### src/tcpq_pkg.sv
package tcpq_pkg;
    // ------------------------------------------------------------
    // sizes and register map
    // ------------------------------------------------------------
    localparam int CNT_W = 16;
    localparam int ADDR_W = 4;
    localparam logic [ADDR_W-1:0] ADDR_RUN = 4'h0;
    localparam logic [ADDR_W-1:0] ADDR_MODE = 4'h1;
    localparam logic [ADDR_W-1:0] ADDR_CNT3 = 4'h2;
    localparam logic [ADDR_W-1:0] ADDR_CNT4 = 4'h3;
    localparam logic [ADDR_W-1:0] ADDR_CNT2 = 4'h4;
    localparam logic [ADDR_W-1:0] ADDR_PERIOD = 4'h5;
    localparam logic [ADDR_W-1:0] ADDR_TURN1 = 4'h6;
    localparam logic [ADDR_W-1:0] ADDR_BUF1 = 4'h9;
    localparam logic [ADDR_W-1:0] ADDR_STAT = 4'hC;

    // ------------------------------------------------------------
    // field positions
    // ------------------------------------------------------------
    localparam int RUN_CH2_BIT = 0;
    localparam int RUN_CH3_BIT = 1;
    localparam int RUN_CH4_BIT = 2;
    localparam int MODE_COMP_BIT = 0;
    localparam int MODE_PHASE_BIT = 1;
    localparam int MODE_DIRECTION_FLAG_COND_BIT = 2;
    localparam int MODE_BUF_LSB = 3;
    localparam int MODE_PSC_LSB = 6;
    localparam int STAT_MATCH3_BIT = 0;
    localparam int STAT_OVF4_BIT = 1;
    localparam int STAT_OVF2_BIT = 2;

    // ------------------------------------------------------------
    // reset values
    // ------------------------------------------------------------
    localparam logic [2:0] RUN_RST = 3'h0;
    localparam logic [7:0] MODE_RST = 8'h00;
    localparam logic [15:0] CNT_RST = 16'h0000;
    localparam logic [15:0] GR_RST = 16'hFFFF;
    localparam logic [2:0] STAT_RST = 3'h0;

    // six gate drive levels, one pair per phase
    typedef struct packed {
        logic [2:0] pos;
        logic [2:0] neg;
    } tcpq_pwm_t;
endpackage : tcpq_pkg

### src/tcpq_timer.sv
`timescale 1ns/10ps
// What this block does
// - three non-overlapping output pairs from channels 3, 4
// - period register holds ch3 upper limit minus one
// - complementary mode alone makes pins outputs
// - both count up/down, reverse at match/underflow
// - transitions ordered ch3, ch4, ch4, ch3
// - turn above period holds 0% or 100%
// - match flag on increment, overflow on underflow
// - buffers copy at ch3 match up, ch4 underflow
// - channel 2 counts quadrature inputs up/down
// - count every edge, direction from other input
module tcpq_timer #(
    parameter int CNT_W = tcpq_pkg::CNT_W
) (
    input wire logic CLOCK,
    input wire logic SYS_RST,
    input wire logic [tcpq_pkg::ADDR_W-1:0] ADDR,
    input wire logic [tcpq_pkg::CNT_W-1:0] WDATA,
    input wire logic WR_EN,
    input wire logic RD_EN,
    output logic [tcpq_pkg::CNT_W-1:0] RDATA,
    input wire logic QUAD_INPUT_A,
    input wire logic QUAD_INPUT_B,
    output tcpq_pkg::tcpq_pwm_t PWM_OUT
);
    import tcpq_pkg::*;

    // ------------------------------------------------------------
    // elaboration check
    // ------------------------------------------------------------
    if (CNT_W != tcpq_pkg::CNT_W) begin : g_width_check
        $error("tcpq_timer: counter width must match the register bus width");
    end

    // ------------------------------------------------------------
    // state
    // ------------------------------------------------------------
    logic [2:0] run_reg, run_next;
    logic [7:0] mode_reg, mode_next;
    logic [CNT_W-1:0] cnt3_reg, cnt3_next;
    logic [CNT_W-1:0] cnt4_reg, cnt4_next;
    logic [CNT_W-1:0] cnt2_reg, cnt2_next;
    logic [CNT_W-1:0] period_reg, period_next;
    logic [CNT_W-1:0] turn_reg [3];
    logic [CNT_W-1:0] turn_next [3];
    logic [CNT_W-1:0] buf_reg [3];
    logic [CNT_W-1:0] buf_next [3];
    logic [2:0] stat_reg, stat_next;
    logic down_reg, down_next;
    tcpq_pwm_t pwm_reg, pwm_next;
    logic qa_reg, qa_next;
    logic qb_reg, qb_next;
    logic [2:0] div_reg, div_next;
    logic [CNT_W-1:0] rdata_reg, rdata_next;

    // ------------------------------------------------------------
    // decoded controls
    // ------------------------------------------------------------
    logic comp_mode;
    logic comp_run;
    logic phase_mode;
    logic tick;
    logic [2:0] psc_mask;
    logic match3_up;
    logic under4;
    logic [2:0] hit3;
    logic [2:0] hit4;
    logic a_rise, a_fall, b_rise, b_fall;
    logic quad_up, quad_dn;
    logic wr_run, wr_mode, wr_cnt3, wr_cnt4, wr_cnt2, wr_period, wr_stat;
    logic [2:0] wr_turn;
    logic [2:0] wr_buf;

    assign comp_mode = mode_reg[MODE_COMP_BIT];
    assign phase_mode = mode_reg[MODE_PHASE_BIT];
    // complementary counting needs both run bits; the pair shares one clock
    assign comp_run = comp_mode && run_reg[RUN_CH3_BIT] && run_reg[RUN_CH4_BIT];

    // prescaler enable: divide by 1, 2, 4 or 8
    assign psc_mask = 3'((4'h1 << mode_reg[MODE_PSC_LSB +: 2]) - 4'h1);
    assign tick = ((div_reg & psc_mask) == psc_mask);

    // reversal events of the complementary pair
    assign match3_up = comp_run && tick && !down_reg && (cnt3_reg == period_reg);
    assign under4 = comp_run && tick && down_reg && (cnt4_reg == CNT_RST);

    // register write decode
    assign wr_run = WR_EN && (ADDR == ADDR_RUN);
    assign wr_mode = WR_EN && (ADDR == ADDR_MODE);
    assign wr_cnt3 = WR_EN && (ADDR == ADDR_CNT3);
    assign wr_cnt4 = WR_EN && (ADDR == ADDR_CNT4);
    assign wr_cnt2 = WR_EN && (ADDR == ADDR_CNT2);
    assign wr_period = WR_EN && (ADDR == ADDR_PERIOD);
    assign wr_stat = WR_EN && (ADDR == ADDR_STAT);

    // quadrature edges; the inputs arrive synchronous to the clock
    assign a_rise = QUAD_INPUT_A && !qa_reg;
    assign a_fall = !QUAD_INPUT_A && qa_reg;
    assign b_rise = QUAD_INPUT_B && !qb_reg;
    assign b_fall = !QUAD_INPUT_B && qb_reg;
    // direction from the level of the other input
    assign quad_up = (b_rise && !QUAD_INPUT_A) || (a_rise && QUAD_INPUT_B)
                   || (b_fall && QUAD_INPUT_A) || (a_fall && !QUAD_INPUT_B);
    assign quad_dn = (b_rise && QUAD_INPUT_A) || (a_fall && QUAD_INPUT_B)
                   || (b_fall && !QUAD_INPUT_A) || (a_rise && !QUAD_INPUT_B);

    // ------------------------------------------------------------
    // per phase compare and register decode
    // ------------------------------------------------------------
    genvar k;
    for (k = 0; k < 3; k++) begin : g_phase
        // a turn value above the period never matches
        logic in_range;
        assign in_range = (turn_reg[k] <= period_reg);
        assign hit3[k] = comp_run && tick && in_range && (cnt3_reg == turn_reg[k]);
        assign hit4[k] = comp_run && tick && in_range && (cnt4_reg == turn_reg[k]);
        assign wr_turn[k] = WR_EN && (ADDR == ADDR_W'(ADDR_TURN1 + k));
        assign wr_buf[k] = WR_EN && (ADDR == ADDR_W'(ADDR_BUF1 + k));
    end

    // ------------------------------------------------------------
    // next state
    // ------------------------------------------------------------
    always_comb begin
        logic [2:0] st_set;
        st_set = 3'h0;
        run_next = wr_run ? WDATA[2:0] : run_reg;
        mode_next = wr_mode ? WDATA[7:0] : mode_reg;
        period_next = wr_period ? WDATA : period_reg;
        div_next = 3'(div_reg + 3'h1);
        qa_next = QUAD_INPUT_A;
        qb_next = QUAD_INPUT_B;
        down_next = down_reg;
        cnt3_next = cnt3_reg;
        cnt4_next = cnt4_reg;
        cnt2_next = cnt2_reg;

        // complementary up/down counting with overshoot and undershoot
        if (comp_run && tick) begin
            if (!down_reg) begin
                cnt3_next = cnt3_reg + 16'h0001;
                cnt4_next = cnt4_reg + 16'h0001;
                if (match3_up) begin
                    down_next = 1'b1;
                end
            end else begin
                cnt3_next = cnt3_reg - 16'h0001;
                cnt4_next = cnt4_reg - 16'h0001;
                if (under4) begin
                    down_next = 1'b0;
                end
            end
        end

        // phase counting or plain up count on channel 2
        if (run_reg[RUN_CH2_BIT]) begin
            if (phase_mode) begin
                if (quad_up) begin
                    cnt2_next = cnt2_reg + 16'h0001;
                    if (cnt2_reg == GR_RST && !mode_reg[MODE_DIRECTION_FLAG_COND_BIT]) begin
                        st_set[STAT_OVF2_BIT] = 1'b1;
                    end
                end else if (quad_dn) begin
                    cnt2_next = cnt2_reg - 16'h0001;
                    if (cnt2_reg == CNT_RST && mode_reg[MODE_DIRECTION_FLAG_COND_BIT]) begin
                        st_set[STAT_OVF2_BIT] = 1'b1;
                    end
                end
            end else if (tick) begin
                cnt2_next = cnt2_reg + 16'h0001;
                if (cnt2_reg == GR_RST && !mode_reg[MODE_DIRECTION_FLAG_COND_BIT]) begin
                    st_set[STAT_OVF2_BIT] = 1'b1;
                end
            end
        end

        // software writes to a counter take priority over counting
        if (wr_cnt3) begin
            cnt3_next = WDATA;
        end
        if (wr_cnt4) begin
            cnt4_next = WDATA;
        end
        if (wr_cnt2) begin
            cnt2_next = WDATA;
        end
        if (wr_run && !WDATA[RUN_CH3_BIT]) begin
            down_next = 1'b0;
        end

        // flags: ch3 match only when incrementing, ch4 overflow only on underflow
        st_set[STAT_MATCH3_BIT] = match3_up;
        st_set[STAT_OVF4_BIT] = under4;
        // write one to clear; a new event in the same cycle wins
        stat_next = (stat_reg & ~(wr_stat ? WDATA[2:0] : 3'h0)) | st_set;

        // buffer and turn registers
        for (int i = 0; i < 3; i++) begin
            buf_next[i] = wr_buf[i] ? WDATA : buf_reg[i];
            turn_next[i] = wr_turn[i] ? WDATA : turn_reg[i];
            if ((match3_up || under4) && mode_reg[MODE_BUF_LSB + i]) begin
                turn_next[i] = buf_reg[i];
            end
        end

    end

    // ------------------------------------------------------------
    // gate drive levels
    // ------------------------------------------------------------
    always_comb begin
        pwm_next = pwm_reg;
        // pairs follow the compare hits of both counters
        if (!comp_mode) begin
            pwm_next.pos = 3'h0;
            pwm_next.neg = 3'h0;
        end else if (wr_mode && !WDATA[MODE_COMP_BIT]) begin
            pwm_next.pos = 3'h0;
            pwm_next.neg = 3'h0;
        end else begin
            for (int i = 0; i < 3; i++) begin
                if (!down_reg) begin
                    // up: negative off at ch3, positive on at ch4
                    if (hit3[i]) begin
                        pwm_next.neg[i] = 1'b0;
                    end
                    if (hit4[i]) begin
                        pwm_next.pos[i] = 1'b1;
                    end
                end else begin
                    // down: positive off at ch4, negative on at ch3
                    if (hit4[i]) begin
                        pwm_next.pos[i] = 1'b0;
                    end
                    if (hit3[i]) begin
                        pwm_next.neg[i] = 1'b1;
                    end
                end
            end
        end
        // entering complementary mode parks each pair at negative on
        if (wr_mode && WDATA[MODE_COMP_BIT] && !comp_mode) begin
            pwm_next.pos = 3'h0;
            pwm_next.neg = 3'h7;
        end

    end

    // ------------------------------------------------------------
    // read data, valid the cycle after the strobe
    // ------------------------------------------------------------
    always_comb begin
        rdata_next = '0;
        if (RD_EN) begin
            case (ADDR)
                ADDR_RUN: rdata_next = CNT_W'(run_reg);
                ADDR_MODE: rdata_next = CNT_W'(mode_reg);
                ADDR_CNT3: rdata_next = cnt3_reg;
                ADDR_CNT4: rdata_next = cnt4_reg;
                ADDR_CNT2: rdata_next = cnt2_reg;
                ADDR_PERIOD: rdata_next = period_reg;
                ADDR_TURN1: rdata_next = turn_reg[0];
                ADDR_W'(ADDR_TURN1 + 4'h1): rdata_next = turn_reg[1];
                ADDR_W'(ADDR_TURN1 + 4'h2): rdata_next = turn_reg[2];
                ADDR_BUF1: rdata_next = buf_reg[0];
                ADDR_W'(ADDR_BUF1 + 4'h1): rdata_next = buf_reg[1];
                ADDR_W'(ADDR_BUF1 + 4'h2): rdata_next = buf_reg[2];
                ADDR_STAT: rdata_next = CNT_W'({down_reg, stat_reg});
                default: rdata_next = '0;
            endcase
        end
    end

    // ------------------------------------------------------------
    // registers
    // ------------------------------------------------------------
    always_ff @(posedge CLOCK) begin
        if (SYS_RST) begin
            run_reg <= RUN_RST;
            mode_reg <= MODE_RST;
            cnt3_reg <= CNT_RST;
            cnt4_reg <= CNT_RST;
            cnt2_reg <= CNT_RST;
            period_reg <= GR_RST;
            stat_reg <= STAT_RST;
            down_reg <= 1'b0;
            qa_reg <= 1'b0;
            qb_reg <= 1'b0;
            div_reg <= 3'h0;
            for (int i = 0; i < 3; i++) begin
                turn_reg[i] <= GR_RST;
                buf_reg[i] <= GR_RST;
            end
        end else begin
            run_reg <= run_next;
            mode_reg <= mode_next;
            cnt3_reg <= cnt3_next;
            cnt4_reg <= cnt4_next;
            cnt2_reg <= cnt2_next;
            period_reg <= period_next;
            stat_reg <= stat_next;
            down_reg <= down_next;
            qa_reg <= qa_next;
            qb_reg <= qb_next;
            div_reg <= div_next;
            for (int i = 0; i < 3; i++) begin
                turn_reg[i] <= turn_next[i];
                buf_reg[i] <= buf_next[i];
            end
        end
    end

    // gate drive register, reset parks every pin low
    always_ff @(posedge CLOCK) begin
        if (SYS_RST) begin
            pwm_reg <= '0;
        end else begin
            pwm_reg <= pwm_next;
        end
    end

    // read data register, zero outside its read cycle
    always_ff @(posedge CLOCK) begin
        if (SYS_RST) begin
            rdata_reg <= '0;
        end else begin
            rdata_reg <= rdata_next;
        end
    end

    assign RDATA = rdata_reg;
    assign PWM_OUT = pwm_reg;
endmodule : tcpq_timer

### config.mk
export PLATFORM = sky130hd
export DESIGN_NAME = tcpq_timer
export DESIGN_NICKNAME = d
export VERILOG_FILES = /design/src/tcpq_pkg.sv /design/src/tcpq_timer.sv
export SDC_FILE = /design/constraint.sdc
export NUM_CORES = 1
export LEC_CHECK = 0
export BUFFER_PORTS_ARGS = -buffer_cell sky130_fd_sc_hd__buf_2
export CAP_MARGIN = 5
export CORE_UTILIZATION = 50
export CTS_CLUSTER_SIZE = 8
export DETAILED_ROUTE_END_ITERATION = 10
export HOLD_SLACK_MARGIN = 0.03
export PLACE_DENSITY = 0.72
export SYNTH_ARGS = -nofsm -noshare
export SYNTH_HDL_FRONTEND = slang
export SYNTH_SLANG_ARGS = --single-unit
### constraint.sdc
create_clock -name CLOCK -period 3.1 [get_ports CLOCK]
set_clock_uncertainty 0.05 [all_clocks]
set_input_delay 0.93 -clock CLOCK [delete_from_list [all_inputs] [get_ports CLOCK]]
set_output_delay 0.93 -clock CLOCK [all_outputs]
set_load 0.05 [all_outputs]
==> results of run 1 <==
==> cell families (layout without fill, tap and decap cells) <==
| group | count (synthesis) | after routing |
|---|---|---|
| other cells | 0 | 2 |
| flops | 202 | 202 |
| buf+inv | 186 | 223 |
| compound gates | 403 | 403 |
| simple gates | 560 | 560 |
| fa+ha+maj | 82 | 82 |
| xor+xnor | 139 | 139 |
| mux | 121 | 121 |
==> synth_stat cells (all sizes together) (9+ instances only) <==
cell,instances
a31oi,23
a22oi,22
buf,28
mux2i,114
xnor2,83
inv,41
o21ai,42
nor3,24
dfxtp,202
a22o,26
ha,80
a221oi,25
nor2b,12
and3,51
nand4,43
a21o,9
o211ai,26
nor2,138
a21oi,66
clkbuf,115
nand2,166
nand3,41
nor4,30
xor2,56
a211oi,75
==> layout make-up <==
class,count,area [um2]
inverters,43,161
clock inverters,1,30.0
clock buffers,31,733
flip-flops and latches,202,4040
repair buffers,148,1060
fillers,2535,11500
multi-input cells,1305,9230
well taps,372,465
diodes,2,5.00
==> worst register-to-register path, delay by kind of cell, from the launching register on <==
family | cells | cell delay [ns]
AOI/OAI and AO/OA | 5 | 1.47
adders and majority gates | 1 | 0.35
buffers and inverters | 1 | 0.25
DFF | 1 | 0.51
and+or+nand+nor | 1 | 0.11
==> routing by layer <==
metal  track usage [%]  vias to the layer above  routed length, um
met2              59.6                      804              24100
met5                 0                        -                 13
met3              7.81                      209               5660
met1              52.3                     6694              23100
li1                  -                     6314                  -
met4              22.0                        2               3660
==> final timing paths <==
kind	from	end	slack, ns	cells past startpoint
worst min register to register	div_reg[0]	div_reg[0]	0.41	1
worst max register to register	down_reg	cnt3_reg[15]	0.28	8
worst max-delay path	down_reg	cnt3_reg[15]	0.28	8
worst min-delay path	div_reg[0]	div_reg[0]	0.41	1
==> per-stage QoR <==
stage          setup slack, ns  cells
3_3_place_gp             0.272   2070
2_1_floorplan            0.161   1693
5_1_grt                  0.149   2102
4_1_cts                  0.329   2102
6_report                 0.280   2104
3_5_place_dp             0.281   2070
==> power groups by stage <==
| stage | combinational, mW | sequential [mW] | clock (mW) |
|---|---|---|---|
| 3_5_place_dp | 0.786 | 2.83 | 0 |
| 2_1_floorplan | 0.493 | 2.81 | 0 |
| 3_3_place_gp | 0.784 | 2.83 | 0 |
| 6_report | 0.816 | 2.78 | 2.86 |
| 5_1_grt | 0.864 | 2.79 | 2.98 |
| 4_1_cts | 0.791 | 2.78 | 2.87 |
==> metrics.md, run 1 <==
| Metric | Value |
|---|---|
| First-pass GRT wire length | `about 84000 um` |
| WP data required | `approximately 3.5 ns` |
| Measured slew at the worst slew-check pin | `approximately 0.84 ns` |
| Initial Util | `approximately half` |
| Status | `complete, no violations` |
| Worst path max stage delay | `0.51 ns` |
| Part of the power in the clock network | `between 40 and 50%` |
| Gr ovfl total | `0` |
| Unrepaired setup endpoints after global routing | `no` |
| Nets@finish | `1837` |
| Switching Fraction | `between 20% and 30%` |
| Final Hold Viols | `0` |
| Hold_buf cts | `0` |
| Max Slew Vio Count | `0` |
| Cell area after synthesis | `14000 um2` |
| Net Count, Synth | `between 1500 and 2000` |
| Psw | `around 1.8 mW` |
| Post-CTS sizing | `0` |
| Gate power share | `12.6%` |
| Post-synth EDFFs | `0` |
| Sequential fraction of the synthesis area | `roughly 29%` |
| WP data arrival | `roughly 3.2 ns` |
| Sequential share of power | `roughly 43%` |
| Top cells by area, synth | `dfxtp_1, mux2i_1, ha_1, xnor2_1, nand2_1` |
| Antenna viol nets, final | `0` |
| Fin crit period | `roughly 2.8 ns` |
| Die area | `about 29000 um2` |
| H-tree depth | `1` |
| Post-place instance area | `between 10000 and 15000 um2` |
| Detailed Route WL | `~57000 um` |
| Vias in the first global route | `13200` |
| Core Util, Final | `between 50% and 60%` |
| Area share of the largest cell type after synthesis | `between 20 and 30%` |
| Post-Synth Adder-Cell Area | `approximately 7.4%` |
| Max FO, Critical Path | `31` |
| Avg Inst Size Synth | `8.28 um2` |
| Core area | `between 20000 and 30000 um2` |
| Total CTS buffers | `29` |
| F_max | `0.355 GHz` |
| Post-synth cell types | `87` |
| Post-Synth XOR/XNOR Area | `under 10%` |
| Via-to-Cell Ratio | `roughly 6.7` |
| First DRT Iteration DRCs | `1770` |
| Clk slew on worst S/H paths | `~0.050 ns` |
| Most common cell after layout, fill and taps aside | `dfxtp_1` |
| Ports | `between 40 and 50` |
| CTS tree | `built` |
| TritonRoute pass-1 iters | `6` |
| Vias | `between 10000 and 15000` |
| Top_reg_cell synth | `dfxtp_1` |
| Die height | `between 150 and 200 um` |
| Setup CP Type | `flop to flop` |
| Most area-hungry cell type in the Yosys netlist | `dfxtp_1` |
| Yosys Warn Count | `0` |
| Hold crit path type | `flop to flop` |
| Clock Path Buffers | `3` |
| Worst skew pair latency | `roughly 0.55 ns` |
| DRC viols | `0` |
| Chip width | `roughly 170 um` |
| VDD IR max | `roughly 0.39 mV` |
| Largest family of logic cells by synthesized area | `compound AO/OA/AOI/OAI gates` |
| Worst setup EP type | `flop` |
| Synth Area in Simple Gates | `19.8%` |
| Lkg Pwr | `~7 nW` |
| Core Rows | `60` |
| CP max stage cell | `dfxtp_1` |
| Async SR Flop Fraction | `0%` |
| Final HPWL DP | `about 42000 um` |
| Cell Int Power | `~4.7 mW` |
| Initial antenna violation count | `1` |
| Root Driver | `clkbuf_16` |
| Hold slack | `roughly 0.4 ns` |
| CP Launch Type | `flop` |
| CP top delay family | `compound AO/OA/AOI/OAI gates` |
| Clock sinks | `between 200 and 250` |
| PnR Total Power | `6.46 mW` |
| WL/cell | `26.9 um` |
| Mapped Cells | `about 1700` |
| Setup TNS | `0 ns` |
| IO buf count | `47` |
| Compound-Gate Fraction of Synth Area | `between 20% and 30%` |
| Post-synthesis mux area share | `roughly 8.7%` |
| WP buf/inv | `1` |
| Yosys reg bits | `approximately 200` |
| Design Area, Final | `15700 um2` |
| Fin crit share | `91.0%` |
| Pwr dens | `~410 nW/um2` |
| Most frequent cells in the layout | `dfxtp_1, nand2_1, nor2_1` |
| Post-CTS setup buffers | `0` |
| Cell Chain, Critical Path | `buf_12, ha_1, a211oi_1, nor2_1, o41ai_1, a31oi_1, o21a_1, o32ai_1` |
| GRT Total Usage | `roughly two fifths` |
| Layout cells sized above 1 | `12.0%` |
| Gpl congestion | `about 1` |
| Area delta synth->final | `12.2%` |
| Max-slew headroom | `43.7%` |
| Setup-failing EPs final | `0` |
| Largest net degree at the start of global routing | `between 60 and 70` |
| Max Cap Viol | `0` |
No activity file was read; power rests on OpenSTA's default activity.
==> run 2: changes to the inputs <==
--- a/config.mk
+++ b/config.mk
@@ -6,12 +6,12 @@
 export NUM_CORES = 1
 export LEC_CHECK = 0
 export BUFFER_PORTS_ARGS = -buffer_cell sky130_fd_sc_hd__buf_2
-export CAP_MARGIN = 5
 export CORE_UTILIZATION = 50
 export CTS_CLUSTER_SIZE = 8
 export DETAILED_ROUTE_END_ITERATION = 10
 export HOLD_SLACK_MARGIN = 0.03
 export PLACE_DENSITY = 0.72
+export RECOVER_POWER = 50
 export SYNTH_ARGS = -nofsm -noshare
 export SYNTH_HDL_FRONTEND = slang
 export SYNTH_SLANG_ARGS = --single-unit
==> metrics.md, run 2 (same netlist as run 1, synthesis figures left out) <==
| Metric | Value |
|---|---|
| WL/cell | `26.9 um` |
| Non-filler cells, final | `~2100` |
| First-pass GRT wire length | `about 84000 um` |
| Max Slew Vio Count | `0` |
| Psw | `1.79 mW` |
| WP data required | `around 3.4 ns` |
| Gpl congestion | `1.02` |
| Die height | `between 150 and 200 um` |
| First DRT Iteration DRCs | `about 1700` |
| Post-CTS setup buffers | `0` |
| Hold_buf cts | `0` |
| VDD IR max | `roughly 0.39 mV` |
| Setup-failing EPs final | `0` |
| Detailed Route WL | `approximately 57000 um` |
| DRC viols | `0` |
| Worst setup EP type | `flop` |
| Layout cells sized above 1 | `10.2%` |
| Design Area, Final | `15600 um2` |
| Area delta synth->final | `11.6%` |
| PnR Total Power | `6.44 mW` |
| Vias | `14000` |
| Clk slew on worst S/H paths | `~0.050 ns` |
| GRT Total Usage | `between 30 and 40%` |
| Via-to-Cell Ratio | `6.68` |
| Measured slew at the worst slew-check pin | `roughly 1.3 ns` |
| Max Cap Viol | `0` |
| Setup TNS | `0 ns` |
| Post-Place Worst Slack | `0.281 ns` |
| Antenna viol nets, final | `0` |
| M1 GR Usage | `a little over half` |
| Die area | `~29000 um2` |
| Final Hold Viols | `0` |
| Core area | `roughly 27000 um2` |
| CP Launch Type | `primary input` |
| Clock Path Buffers | `3` |
| Initial Util | `roughly half` |
| Post-place instance area | `~15000 um2` |
| WP data arrival | `3.20 ns` |
| Cell Int Power | `4.65 mW` |
| TritonRoute pass-1 iters | `5` |
| Max-slew headroom | `about a tenth` |
| H-tree depth | `1` |
| F_max | `~0.34 GHz` |
| Max FO, Critical Path | `54` |
| Status | `complete, no violations` |
| Grt met2 use | `around three fifths` |
| Fin crit period | `about 2.9 ns` |
| Switching Fraction | `about 28%` |
| Ports | `48` |
| Most common cell after layout, fill and taps aside | `dfxtp_1` |
| Largest net degree at the start of global routing | `68` |
| Antenna cells | `0` |
| IO buf count | `between 40 and 50` |
| Final HPWL DP | `between 40000 and 50000 um` |
| Pwr dens | `slightly above 400 nW/um2` |
| Unrepaired setup endpoints after global routing | `no` |
| Gate power share | `between 10% and 20%` |
| Worst skew pair latency | `~0.55 ns` |
| Fin crit share | `between 90 and 100%` |
| Clock sinks | `around 200` |
| Met3 GRT Util | `between 7 and 8%` |
| Placed cells | `between 2000 and 2500` |
| Final setup margin | `about 0.20 ns` |
| Lkg Pwr | `6.87 nW` |
| Total CTS buffers | `29` |
| CTS tree | `built` |
| Vias in the first global route | `approximately 13000` |
| Sequential share of power | `a little over two fifths` |
| Chip width | `~170 um` |
| Nets@finish | `1837` |
| GR peak layer | `met2` |
| Post-CTS sizing | `0` |
| Part of the power in the clock network | `between 40% and 50%` |
| Most frequent cells in the layout | `dfxtp_1, nand2_1, nor2_1` |
| Initial antenna violation count | `1` |
| Hold crit path type | `flop to flop` |
| Root Driver | `clkbuf_16` |
| Setup CP Type | `primary input to flop` |
| Gr ovfl total | `0` |
| Core Rows | `60` |
-- run 2: cell types whose count changed in the layout (fill, tap and decap cells not counted) --
cell / delta
buf_2: -21
buf_4: -10
clkbuf_1: +27
clkbuf_2: +4
diode_2: -2
inv_1: +1
inv_2: -1
mux2_1: +1
mux2_2: -1
nor4b_1: +1
nor4b_4: -1
-- run 2: routing by layer --
| layer | vias to the layer above | wire length [um] |
|---|---|---|
| li1 | 6320 | - |
| met2 | 813 | 24000 |
| met4 | 2 | 3790 |
| met5 | - | 13 |
| met1 | 6697 | 23300 |
| met3 | 211 | 5560 |
-- run 2: worst paths after layout --
check	start	endpoint	slack [ns]	cells past startpoint
worst max register to register	period_reg[13]	PWM_OUT[3]	0.22	8
worst min-delay path	div_reg[0]	div_reg[0]	0.41	1
worst max-delay path	SYS_RST	buf_reg[0][2]	0.20	4
worst min register to register	div_reg[0]	div_reg[0]	0.41	1
-- run 2: cell type report --
type	count	area, um2
clock inverter	1	30.0
sequential	202	4040
fill	2560	11600
inverter	43	161
multi-input combinational	1305	9220
timing repair buffer	148	1000
tap	372	465
clock buffer	31	733
-- run 2: metrics by stage --
step	hold slack [ns]	util, %
3_5_place_dp	0.404	54.9
4_1_cts	0.416	57.7
6_report	0.411	57.4
3_3_place_gp	0.394	54.9
2_1_floorplan	0.380	-
5_1_grt	0.439	57.4
-- run 2: worst max-delay path: stages --
cell and delay (ns):
clkbuf_1 0.39, inv_1 0.66, buf_2 0.95, o211ai_1 0.22
-- run 2: power by group through the flow --
stage / Sequential (mW) / Combinational (mW) / Clock [mW]
2_1_floorplan: 2.81 / 0.493 / 0
3_3_place_gp: 2.83 / 0.784 / 0
3_5_place_dp: 2.83 / 0.786 / 0
4_1_cts: 2.78 / 0.791 / 2.87
5_1_grt: 2.79 / 0.854 / 2.98
6_report: 2.78 / 0.807 / 2.85
